===== config.mk =====
export PLATFORM = sky130hd
export DESIGN_NAME = cor_counter_out_reg
export DESIGN_NICKNAME = d
export VERILOG_FILES = /design/src/verilog/cor_sync2.v /design/src/verilog/cor_counter_out_reg.v
export VERILOG_INCLUDE_DIRS = /design/src /design/src/inc
export SDC_FILE = /design/constraint.sdc
export NUM_CORES = 1
export LEC_CHECK = 0
export BUFFER_PORTS_ARGS = -buffer_cell sky130_fd_sc_hd__buf_2
export CORE_MARGIN = 5
export CORE_UTILIZATION = 35
export CTS_CLUSTER_DIAMETER = 40
export DETAILED_ROUTE_END_ITERATION = 7
export PLACE_DENSITY = 0.55
export SLEW_MARGIN = 20
export SYNTH_ARGS = -nofsm -noshare
export SYNTH_HDL_FRONTEND = slang
export SYNTH_SLANG_ARGS = --single-unit

===== constraint.sdc =====
create_clock -name clk -period 3.6 [get_ports clk]
set_input_delay 0.36 -clock clk [delete_from_list [all_inputs] [get_ports clk]]
set_output_delay 0.36 -clock clk [all_outputs]
set_load 0.005 [all_outputs]

===== src/inc/cor_consts.vh =====
`ifndef COR_CONSTS_VH
`define COR_CONSTS_VH
// counter and storage widths
`define COR_WIDTH 8
`define COR_CNT_RESET 8'h00
`define COR_CNT_ONES 8'hff
`define COR_CNT_STEP 8'h01
`define COR_REG_RESET 8'h00
`endif


===== src/verilog/cor_sync2.v =====
`timescale 1ns/100ps
`default_nettype none
// two-stage synchroniser for one level
module cor_sync2 #(
  parameter RESET_VAL = 1'b0
) (
  // clock and reset
  input wire clk,
  input wire rstn,
  // level in and out
  input wire din,
  output reg dout
);

  reg meta_ff;

  always @(posedge clk or negedge rstn) begin
    if (!rstn) begin
      meta_ff <= RESET_VAL;
      dout <= RESET_VAL;
    end else begin
      meta_ff <= din;
      dout <= meta_ff;
    end
  end

endmodule
`default_nettype wire


===== src/verilog/cor_counter_out_reg.v =====
// Notes on behaviour
// - an 8-bit counter feeds a separate 8-bit register driving the outputs
// - output enable high floats the outputs; low drives them from the register
// - counter and register each step on the rising edge of their own clock
// - each capture clock rising edge copies the counter into the register
// - falling capture clock edges leave the register unchanged
// - clear low holds the counter at zero; the register is untouched
// - with clear high and enable low, each count clock rise adds one
// - carry output is low exactly when all counter bits are one
// - toggling the count enable never advances the counter by itself
// - with both clocks tied, the register lags the counter by one count
`timescale 1ns/100ps
`default_nettype none
`include "cor_consts.vh"
module cor_counter_out_reg (
  // system clock and reset
  input wire clk,
  input wire rstn,
  // pin inputs, asynchronous to clk
  input wire count_clock,
  input wire capture_clock,
  input wire count_enable_n,
  input wire counter_clear_n,
  input wire output_enable_n,
  // three-state parallel outputs
  output wire [`COR_WIDTH-1:0] parallel_out,
  output wire [`COR_WIDTH-1:0] parallel_out_oe,
  // carry output
  output reg carry_out_n
);

  ////////////////////////////////////////////////////////////////////////
  // input synchronisers

  wire cclk_s;
  wire rclk_s;
  wire cen_n_s;
  wire clr_n_s;
  wire oe_n_s;

  // counter clock pin
  cor_sync2 #(
    .RESET_VAL(1'b0)
  ) u_sync_cclk (
    .clk(clk),
    .rstn(rstn),
    .din(count_clock),
    .dout(cclk_s)
  );

  // capture clock pin
  cor_sync2 #(
    .RESET_VAL(1'b0)
  ) u_sync_rclk (
    .clk(clk),
    .rstn(rstn),
    .din(capture_clock),
    .dout(rclk_s)
  );

  // count enable pin, idles disabled
  cor_sync2 #(
    .RESET_VAL(1'b1)
  ) u_sync_cen (
    .clk(clk),
    .rstn(rstn),
    .din(count_enable_n),
    .dout(cen_n_s)
  );

  // counter clear pin, idles inactive
  cor_sync2 #(
    .RESET_VAL(1'b1)
  ) u_sync_clr (
    .clk(clk),
    .rstn(rstn),
    .din(counter_clear_n),
    .dout(clr_n_s)
  );

  // output enable pin, idles floating
  cor_sync2 #(
    .RESET_VAL(1'b1)
  ) u_sync_oe (
    .clk(clk),
    .rstn(rstn),
    .din(output_enable_n),
    .dout(oe_n_s)
  );

  ////////////////////////////////////////////////////////////////////////
  // edge detection on the two pin clocks

  reg cclk_d_ff;
  reg rclk_d_ff;
  wire cclk_rise;
  wire rclk_rise;

  function cor_rise;
    input now_lvl;
    input prev_lvl;
    begin
      cor_rise = now_lvl & ~prev_lvl;
    end
  endfunction

  always @(posedge clk or negedge rstn) begin
    if (!rstn) begin
      cclk_d_ff <= 1'b0;
    end else begin
      cclk_d_ff <= cclk_s;
    end
  end

  always @(posedge clk or negedge rstn) begin
    if (!rstn) begin
      rclk_d_ff <= 1'b0;
    end else begin
      rclk_d_ff <= rclk_s;
    end
  end

  // only rising edges count; falling edges and enable changes do nothing
  assign cclk_rise = cor_rise(cclk_s, cclk_d_ff);
  assign rclk_rise = cor_rise(rclk_s, rclk_d_ff);

  ////////////////////////////////////////////////////////////////////////
  // counter arithmetic and decode

  function [`COR_WIDTH-1:0] cor_inc;
    input [`COR_WIDTH-1:0] value;
    reg [`COR_WIDTH:0] sum;
    begin
      sum = {1'b0, value} + {1'b0, `COR_CNT_STEP};
      cor_inc = sum[`COR_WIDTH-1:0];
    end
  endfunction

  function cor_all_ones;
    input [`COR_WIDTH-1:0] value;
    begin
      cor_all_ones = (value == `COR_CNT_ONES);
    end
  endfunction

  ////////////////////////////////////////////////////////////////////////
  // counter and storage register

  reg [`COR_WIDTH-1:0] count_ff;
  reg [`COR_WIDTH-1:0] nxt_count;
  reg [`COR_WIDTH-1:0] store_ff;
  reg [`COR_WIDTH-1:0] nxt_store;
  reg nxt_carry_n;

  always @* begin
    nxt_count = count_ff;
    if (!clr_n_s) begin
      nxt_count = `COR_CNT_RESET;
    end else if (cclk_rise && !cen_n_s) begin
      nxt_count = cor_inc(count_ff);
    end
  end

  always @* begin
    nxt_store = store_ff;
    if (rclk_rise) begin
      // old count is taken, so tied clocks show a lag of one
      nxt_store = count_ff;
    end
  end

  always @* begin
    // decoded from the next count so it stays in step with count_ff
    nxt_carry_n = ~cor_all_ones(nxt_count);
  end

  always @(posedge clk or negedge rstn) begin
    if (!rstn) begin
      count_ff <= `COR_CNT_RESET;
    end else begin
      count_ff <= nxt_count;
    end
  end

  always @(posedge clk or negedge rstn) begin
    if (!rstn) begin
      store_ff <= `COR_REG_RESET;
    end else begin
      store_ff <= nxt_store;
    end
  end

  always @(posedge clk or negedge rstn) begin
    if (!rstn) begin
      carry_out_n <= 1'b1;
    end else begin
      carry_out_n <= nxt_carry_n;
    end
  end

  ////////////////////////////////////////////////////////////////////////
  // three-state output drive

  reg [`COR_WIDTH-1:0] oe_vec;

  always @* begin
    oe_vec = {`COR_WIDTH{~oe_n_s}};
  end

  // the pad ring floats the pins while oe is low
  assign parallel_out = store_ff;
  assign parallel_out_oe = oe_vec;

endmodule
`default_nettype wire


==> impl_metrics.py, run 1 <==
metrics = {
    "run_status": {
        "status": "finished, final reports clean",
    },
    "worst_setup_path": {
        "cp.required_ps": 3830,
        "critPathKind": "reg2reg",
        "worstPathCellList": "ha_1, and4bb_2, xor2_1, nand2_1, or4b_1",
        "cp-end-kind": "flip-flop",
        "r2r_start": "count_ff[0]",
        "critPathSlowestCell": "or4b_1",
        "setup.worst_path.start": "count_ff[0]",
        "cp_top_family": "simple AND/OR/NAND/NOR gates",
        "critPathMaxStageDelay_ps": 530,
        "critPathMaxFanout": 5,
        "critPathLaunchType": "flip-flop",
        "cp.arrival_ps": 2010,
        "critPathBufInv": 0,
        "r2r_slack_ps": 1830,
    },
    "synthesis": {
        "yosysSeqAreaShare_pct": 64.4,
        "synth_fp_nets": 89,
        "syn_inst": 81,
        "ys_top_cells_by_count": "22 x dfrtp_1, 8 x mux2_2, 7 x buf_4, 7 x dfstp_2",
        "synth-async-reset-ratio_pct": 100,
        "syn_area_per_cell_sq_um": 14.1,
        "netlist_area_sq_um": 1140,
        "ys_ff_latch": 29,
        "synth_edf_count": 0,
        "yosysUniqueCellTypes": 26,
        "ys_warn_count": 0,
        "synth.top_cell.area_share_pct": 48.2,
        "synthTopCellsByArea": "dfrtp_1 48%, dfstp_2 16%, mux2_2 7.9%",
        "synth_flop_cell": "dfrtp_1",
        "yosysMostFrequentCell": "dfrtp_1",
        "synth_largest_area_cell": "dfrtp_1",
    },
    "finish": {
        "drive_gt1_share_pct": 47.1,
        "synthToLayoutAreaGrowth_pct": 17.4,
        "antenna_cells": 0,
        "nNetsFinal": 111,
        "fillers": 308,
    },
    "routing": {
        "drt-pass1-iter-count": 4,
        "drc": 0,
        "drt_wl_total_mm": 1.75,
        "antenna_left": 0,
        "first_iter_violations": 21,
        "wl_per_cell_microns": 11.8,
        "dr_total_vias": 648,
        "routed_via_density": 4.38,
    },
    "clock_network": {
        "worstSkewPairLatency_ps": 320,
        "cts_hold_buf": 0,
        "cts.sinks": 29,
        "clk_path_buf_depth": 2,
        "cts_tree": "done",
        "cts_resized": 0,
        "htreeDepth": 2,
        "post_cts_buffers": 0,
        "cts_buffers": 5,
        "cts_root_buffer": "clkbuf_4",
        "clk_pin_slew_ps": 90,
    },
    "global_routing": {
        "grt_pass1_wl_mm": 2.86,
        "grt_max_degree": 30,
        "antenna_found_initial": 0,
        "grt_pass1_vias": 639,
        "grt_usage_pct": 9.14,
        "overflow": 0,
    },
    "timing": {
        "fmax_mhz": 563,
        "rsz0062_at_grt": "false",
        "setup_viol": 0,
        "period_needed_ps": 1770,
        "hold_viol_final": 0,
        "tightestPinTransition_ps": 621,
        "final.setup.tns_ps": 0,
        "finClkSkew_ps": 7.09,
        "setup_slack_ps": 1830,
        "fin_crit_sh_pct": 49.3,
        "slew_headroom_pct": 58.6,
        "slew_violations": 0,
    },
    "pwr": {
        "power.leakage_nw": 0.682,
        "power.density_nw_per_um2": 475,
        "p_switching_w": 0.000122,
        "swShare_pct": 19.2,
        "comb_power_share_pct": 3.9,
        "peakVddDrop_mv": 0.225,
        "intPower_w": 0.000514,
        "clock_power_share_pct": 42.3,
        "pwr-share-seq_pct": 53.8,
    },
    "die": {
        "die_h_microns": 67.1,
        "start_util_pct": 36.8,
        "die-area_sq_um": 4500,
        "ioPinCount": 24,
        "core_sq_um": 3100,
        "rows": 20,
        "die_w_microns": 67.1,
    },
    "worst_hold_path": {
        "min_path_type": "in2async",
    },
    "placement": {
        "dp_slack_ps": 1840,
        "numPortBuffers": 23,
        "routabilityCongestion": 0.774,
        "dp_hpwl_mm": 1.26,
    },
    "job": {
        "max_cap_violations": 0,
    },
}
## routing by layer
| metal | vias up | global-route usage [%] | part of all wire (%) |
|---|---|---|---|
| met5 | - | 0 | 0 |
| met4 | 0 | 6.84 | 3.5 |
| met3 | 7 | 4.55 | 8.8 |
| met2 | 27 | 13.0 | 43 |
| met1 | 307 | 10.4 | 45 |
| li1 | 307 | - | - |
## worst register-to-register path, stage by stage, from the launching register on
cell	delay, ps
dfrtp_1	440
ha_1	240
and4bb_2	260
xor2_1	130
nand2_1	90
or4b_1	530
## area by class of cell
class | instances | area (sq um) | share of cell area [%]
Sequential cell | 29 | 734 | 54.8
Clock inverter | 1 | 30.0 | 2.24
Inverter | 2 | 7.51 | 0.560
Timing Repair Buffer | 23 | 115 | 8.59
Clock buffer | 7 | 55.1 | 4.11
Tap cell | 44 | 55.1 | 4.11
Multi-Input combinational cell | 42 | 343 | 25.6
## logic make-up (layout without fill, tap and decap cells)
| kind of cell | count (synthesis) | after routing | share of synthesized area [%] |
|---|---|---|---|
| AO/OA/AOI/OAI | 1 | 1 | 0.768 |
| XOR/XNOR | 7 | 7 | 5.37 |
| adder cells (fa/ha/maj) | 1 | 1 | 1.10 |
| buffers and inverters | 10 | 33 | 5.59 |
| flip-flops | 29 | 29 | 64.4 |
| multiplexers | 9 | 9 | 8.77 |
| AND/OR/NAND/NOR | 24 | 24 | 14.0 |
## power groups by stage
stage	logic [W]	registers, W	clock network, W
after CTS	0.0000262	0.000343	0.000279
after floorplan	0.0000152	0.000347	0
after detailed placement	0.0000262	0.000349	0
after global placement	0.0000260	0.000348	0
final	0.0000251	0.000342	0.000269
after global routing	0.0000286	0.000344	0.000294
## cells in the final DEF, fill, tap and decap left out, types with 2 or more instances in the layout
cell,instances
buf_2,23
and2_1,5
dfrtp_1,22
nor2_1,2
xnor2_1,2
xor2_1,5
clkbuf_4,5
dfstp_2,7
nand2_1,5
mux2_2,8
inv_1,2
## per-stage QoR
stage / utilization, % / power [W] / std cells / cell area, sq um / hold WS [ps]
4_1_cts: 43.2 / 0.000648 / 148 / 1340 / 56.4
3_3_place_gp: 40.4 / 0.000374 / 140 / 1250 / 334
5_1_grt: 43.2 / 0.000667 / 148 / 1340 / 81.9
3_5_place_dp: 40.4 / 0.000375 / 140 / 1250 / 335
2_1_floorplan: - / 0.000363 / 81 / 1140 / 64.4
6_report: 43.2 / 0.000636 / 148 / 1340 / 48.7
## worst paths after layout
| kind | end | cells after the start |
|---|---|---|
| max | carry_out_n | 5 |
| min | count_ff[0] | 1 |
| max reg2reg | carry_out_n | 5 |
| min reg2reg | u_sync_cclk.dout | 0 |
| max in group asynchronous | parallel_out[0] | 1 |
| min in group clk | u_sync_cen.meta_ff | 1 |
(Power assumes the default switching activity.)
==> run 2, diff against run 1 <==
==> constraint.sdc (replaced) <==
create_clock -name clk -period 1.67 [get_ports clk]
set_input_delay 0.167 -clock clk [delete_from_list [all_inputs] [get_ports clk]]
set_output_delay 0.167 -clock clk [all_outputs]
set_load 0.005 [all_outputs]
==> impl_metrics.py, run 2 (synthesis gave the netlist of run 1 again) <==
metrics = {
    "clock_network": {
        "cts_tree": "done",
        "htreeDepth": 2,
        "cts_root_buffer": "clkbuf_4",
        "worstSkewPairLatency_ps": 320,
        "cts_buffers": 5,
        "clk_pin_slew_ps": 90,
        "clk_path_buf_depth": 2,
        "cts.sinks": 29,
    },
    "finish": {
        "seqCellArea_sq_um": 734,
        "final_common_cell": "buf_2",
        "nNetsFinal": 121,
        "multi_input_area_sq_um": 362,
        "antenna_cells": 0,
        "drive_gt1_share_pct": 48.2,
        "final_cell_mix": "23 x buf_2, 22 x dfrtp_1, 8 x mux2_2",
        "fillers": 310,
        "synthToLayoutAreaGrowth_pct": 27.0,
    },
    "pwr": {
        "finalPower_w": 0.00140,
        "power.density_nw_per_um2": 966,
        "peakVddDrop_mv": 0.549,
        "power.leakage_nw": 0.729,
    },
    "timing": {
        "fin_crit_sh_pct": 94.6,
        "hold_viol_final": 0,
        "rsz0062_at_grt": "false",
        "period_needed_ps": 1580,
        "tightestPinTransition_ps": 620,
        "setup_viol": 0,
        "finClkSkew_ps": 11.1,
        "fmax_mhz": 633,
        "final.setup.tns_ps": 0,
        "slew_violations": 0,
        "slew_headroom_pct": 58.7,
    },
    "die": {
        "start_util_pct": 36.8,
        "core_sq_um": 3100,
        "ioPinCount": 24,
        "die_h_microns": 67.1,
        "die-area_sq_um": 4500,
        "die_w_microns": 67.1,
        "rows": 20,
    },
    "worst_setup_path": {
        "cp.arrival_ps": 1820,
        "reg2regPathDepth": 5,
        "cp-end-kind": "flip-flop",
        "critPathKind": "reg2reg",
        "r2r_start": "u_sync_cclk.dout",
        "cp.required_ps": 1910,
        "critPathSlowestCell": "or4b_1",
        "worstPathCellList": "nor3b_2, buf_4, nor2_1, o2111ai_1, or4b_1",
        "reg2reg_to": "carry_out_n",
        "r2r_slack_ps": 90,
        "critPathMaxFanout": 4,
        "critPathLaunchType": "flip-flop",
        "critPathMaxStageDelay_ps": 520,
    },
    "routing": {
        "wl_per_cell_microns": 11.5,
        "drt-pass1-iter-count": 4,
        "antenna_left": 0,
        "routed_via_density": 4.34,
        "drt_wl_total_mm": 1.82,
        "first_iter_violations": 8,
        "drc": 0,
        "dr_total_vias": 686,
    },
    "placement": {
        "dp_hpwl_mm": 1.26,
        "routabilityCongestion": 0.795,
        "numPortBuffers": 23,
    },
    "global_routing": {
        "grt_pass1_vias": 681,
        "grt_usage_pct": 9.09,
        "grt_pass1_wl_mm": 2.96,
        "overflow": 0,
        "antenna_found_initial": 0,
        "grt_max_degree": 30,
    },
    "worst_hold_path": {
        "whs_path_depth": 0,
        "min_from": "u_sync_rclk.meta_ff",
        "min_path_type": "reg2reg",
        "hold_end": "u_sync_rclk.dout",
    },
    "run_status": {
        "status": "finished, final reports clean",
    },
    "job": {
        "max_cap_violations": 0,
    },
}
## run 2: final cells by class
class                           count  area share, %
Sequential cell                    29           50.7
Multi-Input combinational cell     42           25.0
Timing Repair Buffer               33           14.2
Clock buffer                        7           3.80
Tap cell                           44           3.80
Clock inverter                      1           2.07
Inverter                            2          0.518
## run 2: how the worst max path moves through the flow
stage                     startpoint           to  slack (ps)
floorplan                count_ff[0]  carry_out_n          50
global placement         count_ff[0]  carry_out_n          50
detailed placement       count_ff[0]  carry_out_n          10
CTS                      count_ff[0]  carry_out_n           6
global route               cclk_d_ff  carry_out_n          20
finish              u_sync_cclk.dout  carry_out_n          90
## run 2: metal layers
metal / global-route usage (%) / vias to the layer above / routed length, microns
li1: - / 331 / -
met1: 10.5 / 329 / 846
met2: 14.1 / 26 / 803
met3: 5.73 / 0 / 164
met4: 2.28 / 0 / 0
met5: 0 / - / 0
## run 2: stage by stage
stage                     worst slack [ps]  util (%)  instances  instance area (sq um)  hold WS (ps)
after CTS                             6.42      45.8        157                   1420           359
after detailed placement              10.1      41.2        143                   1280           229
after global routing                  23.1      46.7        158                   1450           366
after floorplan                       48.9         -         81                   1140          -129
after global placement                54.8      41.2        143                   1280           219
final                                 90.0      46.7        158                   1450           357
## run 2: power by group
part           switching, W  internal [W]
clock              0.000232      0.000357
sequential        0.0000111      0.000727
combinational     0.0000335     0.0000384
## run 2: critical path, delay by kind of cell, from the launching register on
kind | cells | cell delay [ps]
buf+inv | 1 | 140
compound gates | 1 | 120
simple gates | 3 | 800
flops | 1 | 440
## run 2: timing repair
action                                  4_1_cts  5_1_grt
gates resized for setup                       0        2
endpoints found under the setup margin        0        1
endpoints found under the hold margin        27        0
hold buffers                                  6        0
buffers inserted                              0        1
==> run 3, diff against run 2 <==
--- a/config.mk
+++ b/config.mk
@@ -11,7 +11,6 @@
 export CORE_UTILIZATION = 35
 export CTS_CLUSTER_DIAMETER = 40
 export DETAILED_ROUTE_END_ITERATION = 7
-export PLACE_DENSITY = 0.55
 export SLEW_MARGIN = 20
 export SYNTH_ARGS = -nofsm -noshare
 export SYNTH_HDL_FRONTEND = slang
==> impl_metrics.py, run 3 (synthesis gave the netlist of run 1 again) <==
metrics = {
    "worst_setup_path": {
        "cp.required_ps": 1900,
        "critPathBufInv": 0,
        "critPathKind": "reg2reg",
        "worstPathCellList": "ha_2, and4bb_2, xor2_1, nand2_1, or4b_1",
        "cp-end-kind": "flip-flop",
        "critPathMaxFanout": 2,
        "critPathMaxStageDelay_ps": 510,
        "critPathSlowestCell": "or4b_1",
        "cp_top_family": "simple AND/OR/NAND/NOR gates",
        "cp.arrival_ps": 1860,
        "critPathLaunchType": "flip-flop",
    },
    "die": {
        "ioPinCount": 24,
        "core_sq_um": 3100,
        "die_w_microns": 67.1,
        "die-area_sq_um": 4500,
        "die_h_microns": 67.1,
        "rows": 20,
        "start_util_pct": 36.8,
    },
    "clock_network": {
        "htreeDepth": 2,
        "cts.sinks": 29,
        "cts_root_buffer": "clkbuf_4",
        "worstSkewPairLatency_ps": 310,
        "clk_pin_slew_ps": 80,
        "cts_tree": "done",
        "cts_buffers": 5,
        "clk_path_buf_depth": 2,
    },
    "finish": {
        "drive_gt1_share_pct": 45.6,
        "antenna_cells": 0,
        "final_cell_mix": "23 x buf_2, 22 x dfrtp_1, 8 x mux2_2",
        "synthToLayoutAreaGrowth_pct": 22.4,
        "nNetsFinal": 121,
        "final_common_cell": "buf_2",
    },
    "placement": {
        "dp_slack_ps": 39.8,
        "dp_hpwl_mm": 1.30,
        "routabilityCongestion": 0.801,
        "numPortBuffers": 23,
    },
    "timing": {
        "tightestPinTransition_ps": 611,
        "slew_violations": 0,
        "setup_slack_ps": 43.8,
        "fin_crit_sh_pct": 97.4,
        "hold_ws_ps": 357,
        "hold_viol_final": 0,
        "fmax_mhz": 615,
        "setup_viol": 0,
        "finClkSkew_ps": 6.54,
        "period_needed_ps": 1630,
        "slew_headroom_pct": 59.3,
    },
    "global_routing": {
        "grt_pass1_wl_mm": 3.16,
        "grt_usage_pct": 10.1,
        "grt_max_degree": 30,
        "overflow": 0,
        "grt_pass1_vias": 711,
        "antenna_found_initial": 0,
    },
    "routing": {
        "routed_via_density": 4.45,
        "drt_wl_total_mm": 1.87,
        "wl_per_cell_microns": 11.9,
        "first_iter_violations": 9,
        "drc": 0,
        "antenna_left": 0,
        "drt-pass1-iter-count": 3,
        "dr_total_vias": 703,
    },
    "run_status": {
        "status": "finished, final reports clean",
    },
    "job": {
        "max_cap_violations": 0,
    },
    "pwr": {
        "power.leakage_nw": 0.707,
        "power.density_nw_per_um2": 847,
        "peakVddDrop_mv": 0.589,
    },
    "worst_hold_path": {
        "min_path_type": "reg2reg",
    },
}
run 3: cell count changes in the layout (fill, tap and decap cells not counted):
| cell | previous run | this run |
|---|---|---|
| clkbuf_1 | 1 | 3 |
| bufinv_16 | 1 | 0 |
| clkbuf_8 | 1 | 0 |
| nand4bb_1 | 0 | 1 |
| nand4bb_4 | 1 | 0 |
run 3: per-layer routing:
| layer | track usage, % | wire length, microns | vias to the layer above |
|---|---|---|---|
| met5 | 0 | 0 | - |
| met4 | 8.35 | 61 | 0 |
| met3 | 4.05 | 146 | 6 |
| met2 | 15.5 | 884 | 27 |
| met1 | 10.8 | 782 | 343 |
| li1 | - | - | 327 |
run 3: layout make-up:
type | instances | area (sq um)
Fill cell | 318 | 1710
Sequential cell | 29 | 734
Multi-Input combinational cell | 42 | 345
Timing Repair Buffer | 33 | 205
Tap cell | 44 | 55.1
Clock buffer | 8 | 48.8
Inverter | 2 | 7.51
run 3: what timing repair did:
item                       4_1_cts  5_1_grt
gates resized for setup          0        1
hold buffers                     6        0
setup endpoints to repair        0        1
setup buffers                    0        1
hold endpoints to repair        27        0
run 3: where the power goes:
group / internal, W / switching [W] / leakage (nW) / total, W
clock: 0.000167 / 0.000208 / 0.0265 / 0.000376
combinational: 0.0000370 / 0.0000335 / 0.314 / 0.0000705
sequential: 0.000727 / 0.0000104 / 0.366 / 0.000737
run 3: per-stage QoR:
step | total power, W | cell area [sq um] | TNS [ps] | utilization, % | cells
2_1_floorplan | 0.000782 | 1140 | 0 | - | 81
3_3_place_gp | 0.000810 | 1280 | 0 | 41.2 | 143
3_5_place_dp | 0.000813 | 1280 | 0 | 41.2 | 143
4_1_cts | 0.00121 | 1390 | 0 | 44.7 | 157
5_1_grt | 0.00126 | 1400 | -2.40 | 45.0 | 158
6_report | 0.00118 | 1400 | 0 | 45.0 | 158
run 3: worst paths after layout:
| path | startpoint | end | slack [ps] | depth (start not counted) |
|---|---|---|---|---|
| worst min register to register | u_sync_rclk.meta_ff | u_sync_rclk.dout | 360 | 0 |
| worst min-delay path | u_sync_rclk.meta_ff | u_sync_rclk.dout | 360 | 0 |
| min in group asynchronous | rstn | u_sync_cclk.dout | 390 | 2 |
| worst max-delay path | count_ff[0] | carry_out_n | 40 | 5 |
| max in group asynchronous | rstn | parallel_out[5] | 870 | 2 |
| worst max register to register | count_ff[0] | carry_out_n | 40 | 5 |
run 3: worst register-to-register path, cell delays in order, from the launching register on:
cell and delay, ps:
dfrtp_1 390, ha_2 200, and4bb_2 250, xor2_1 120
nand2_1 80, or4b_1 510
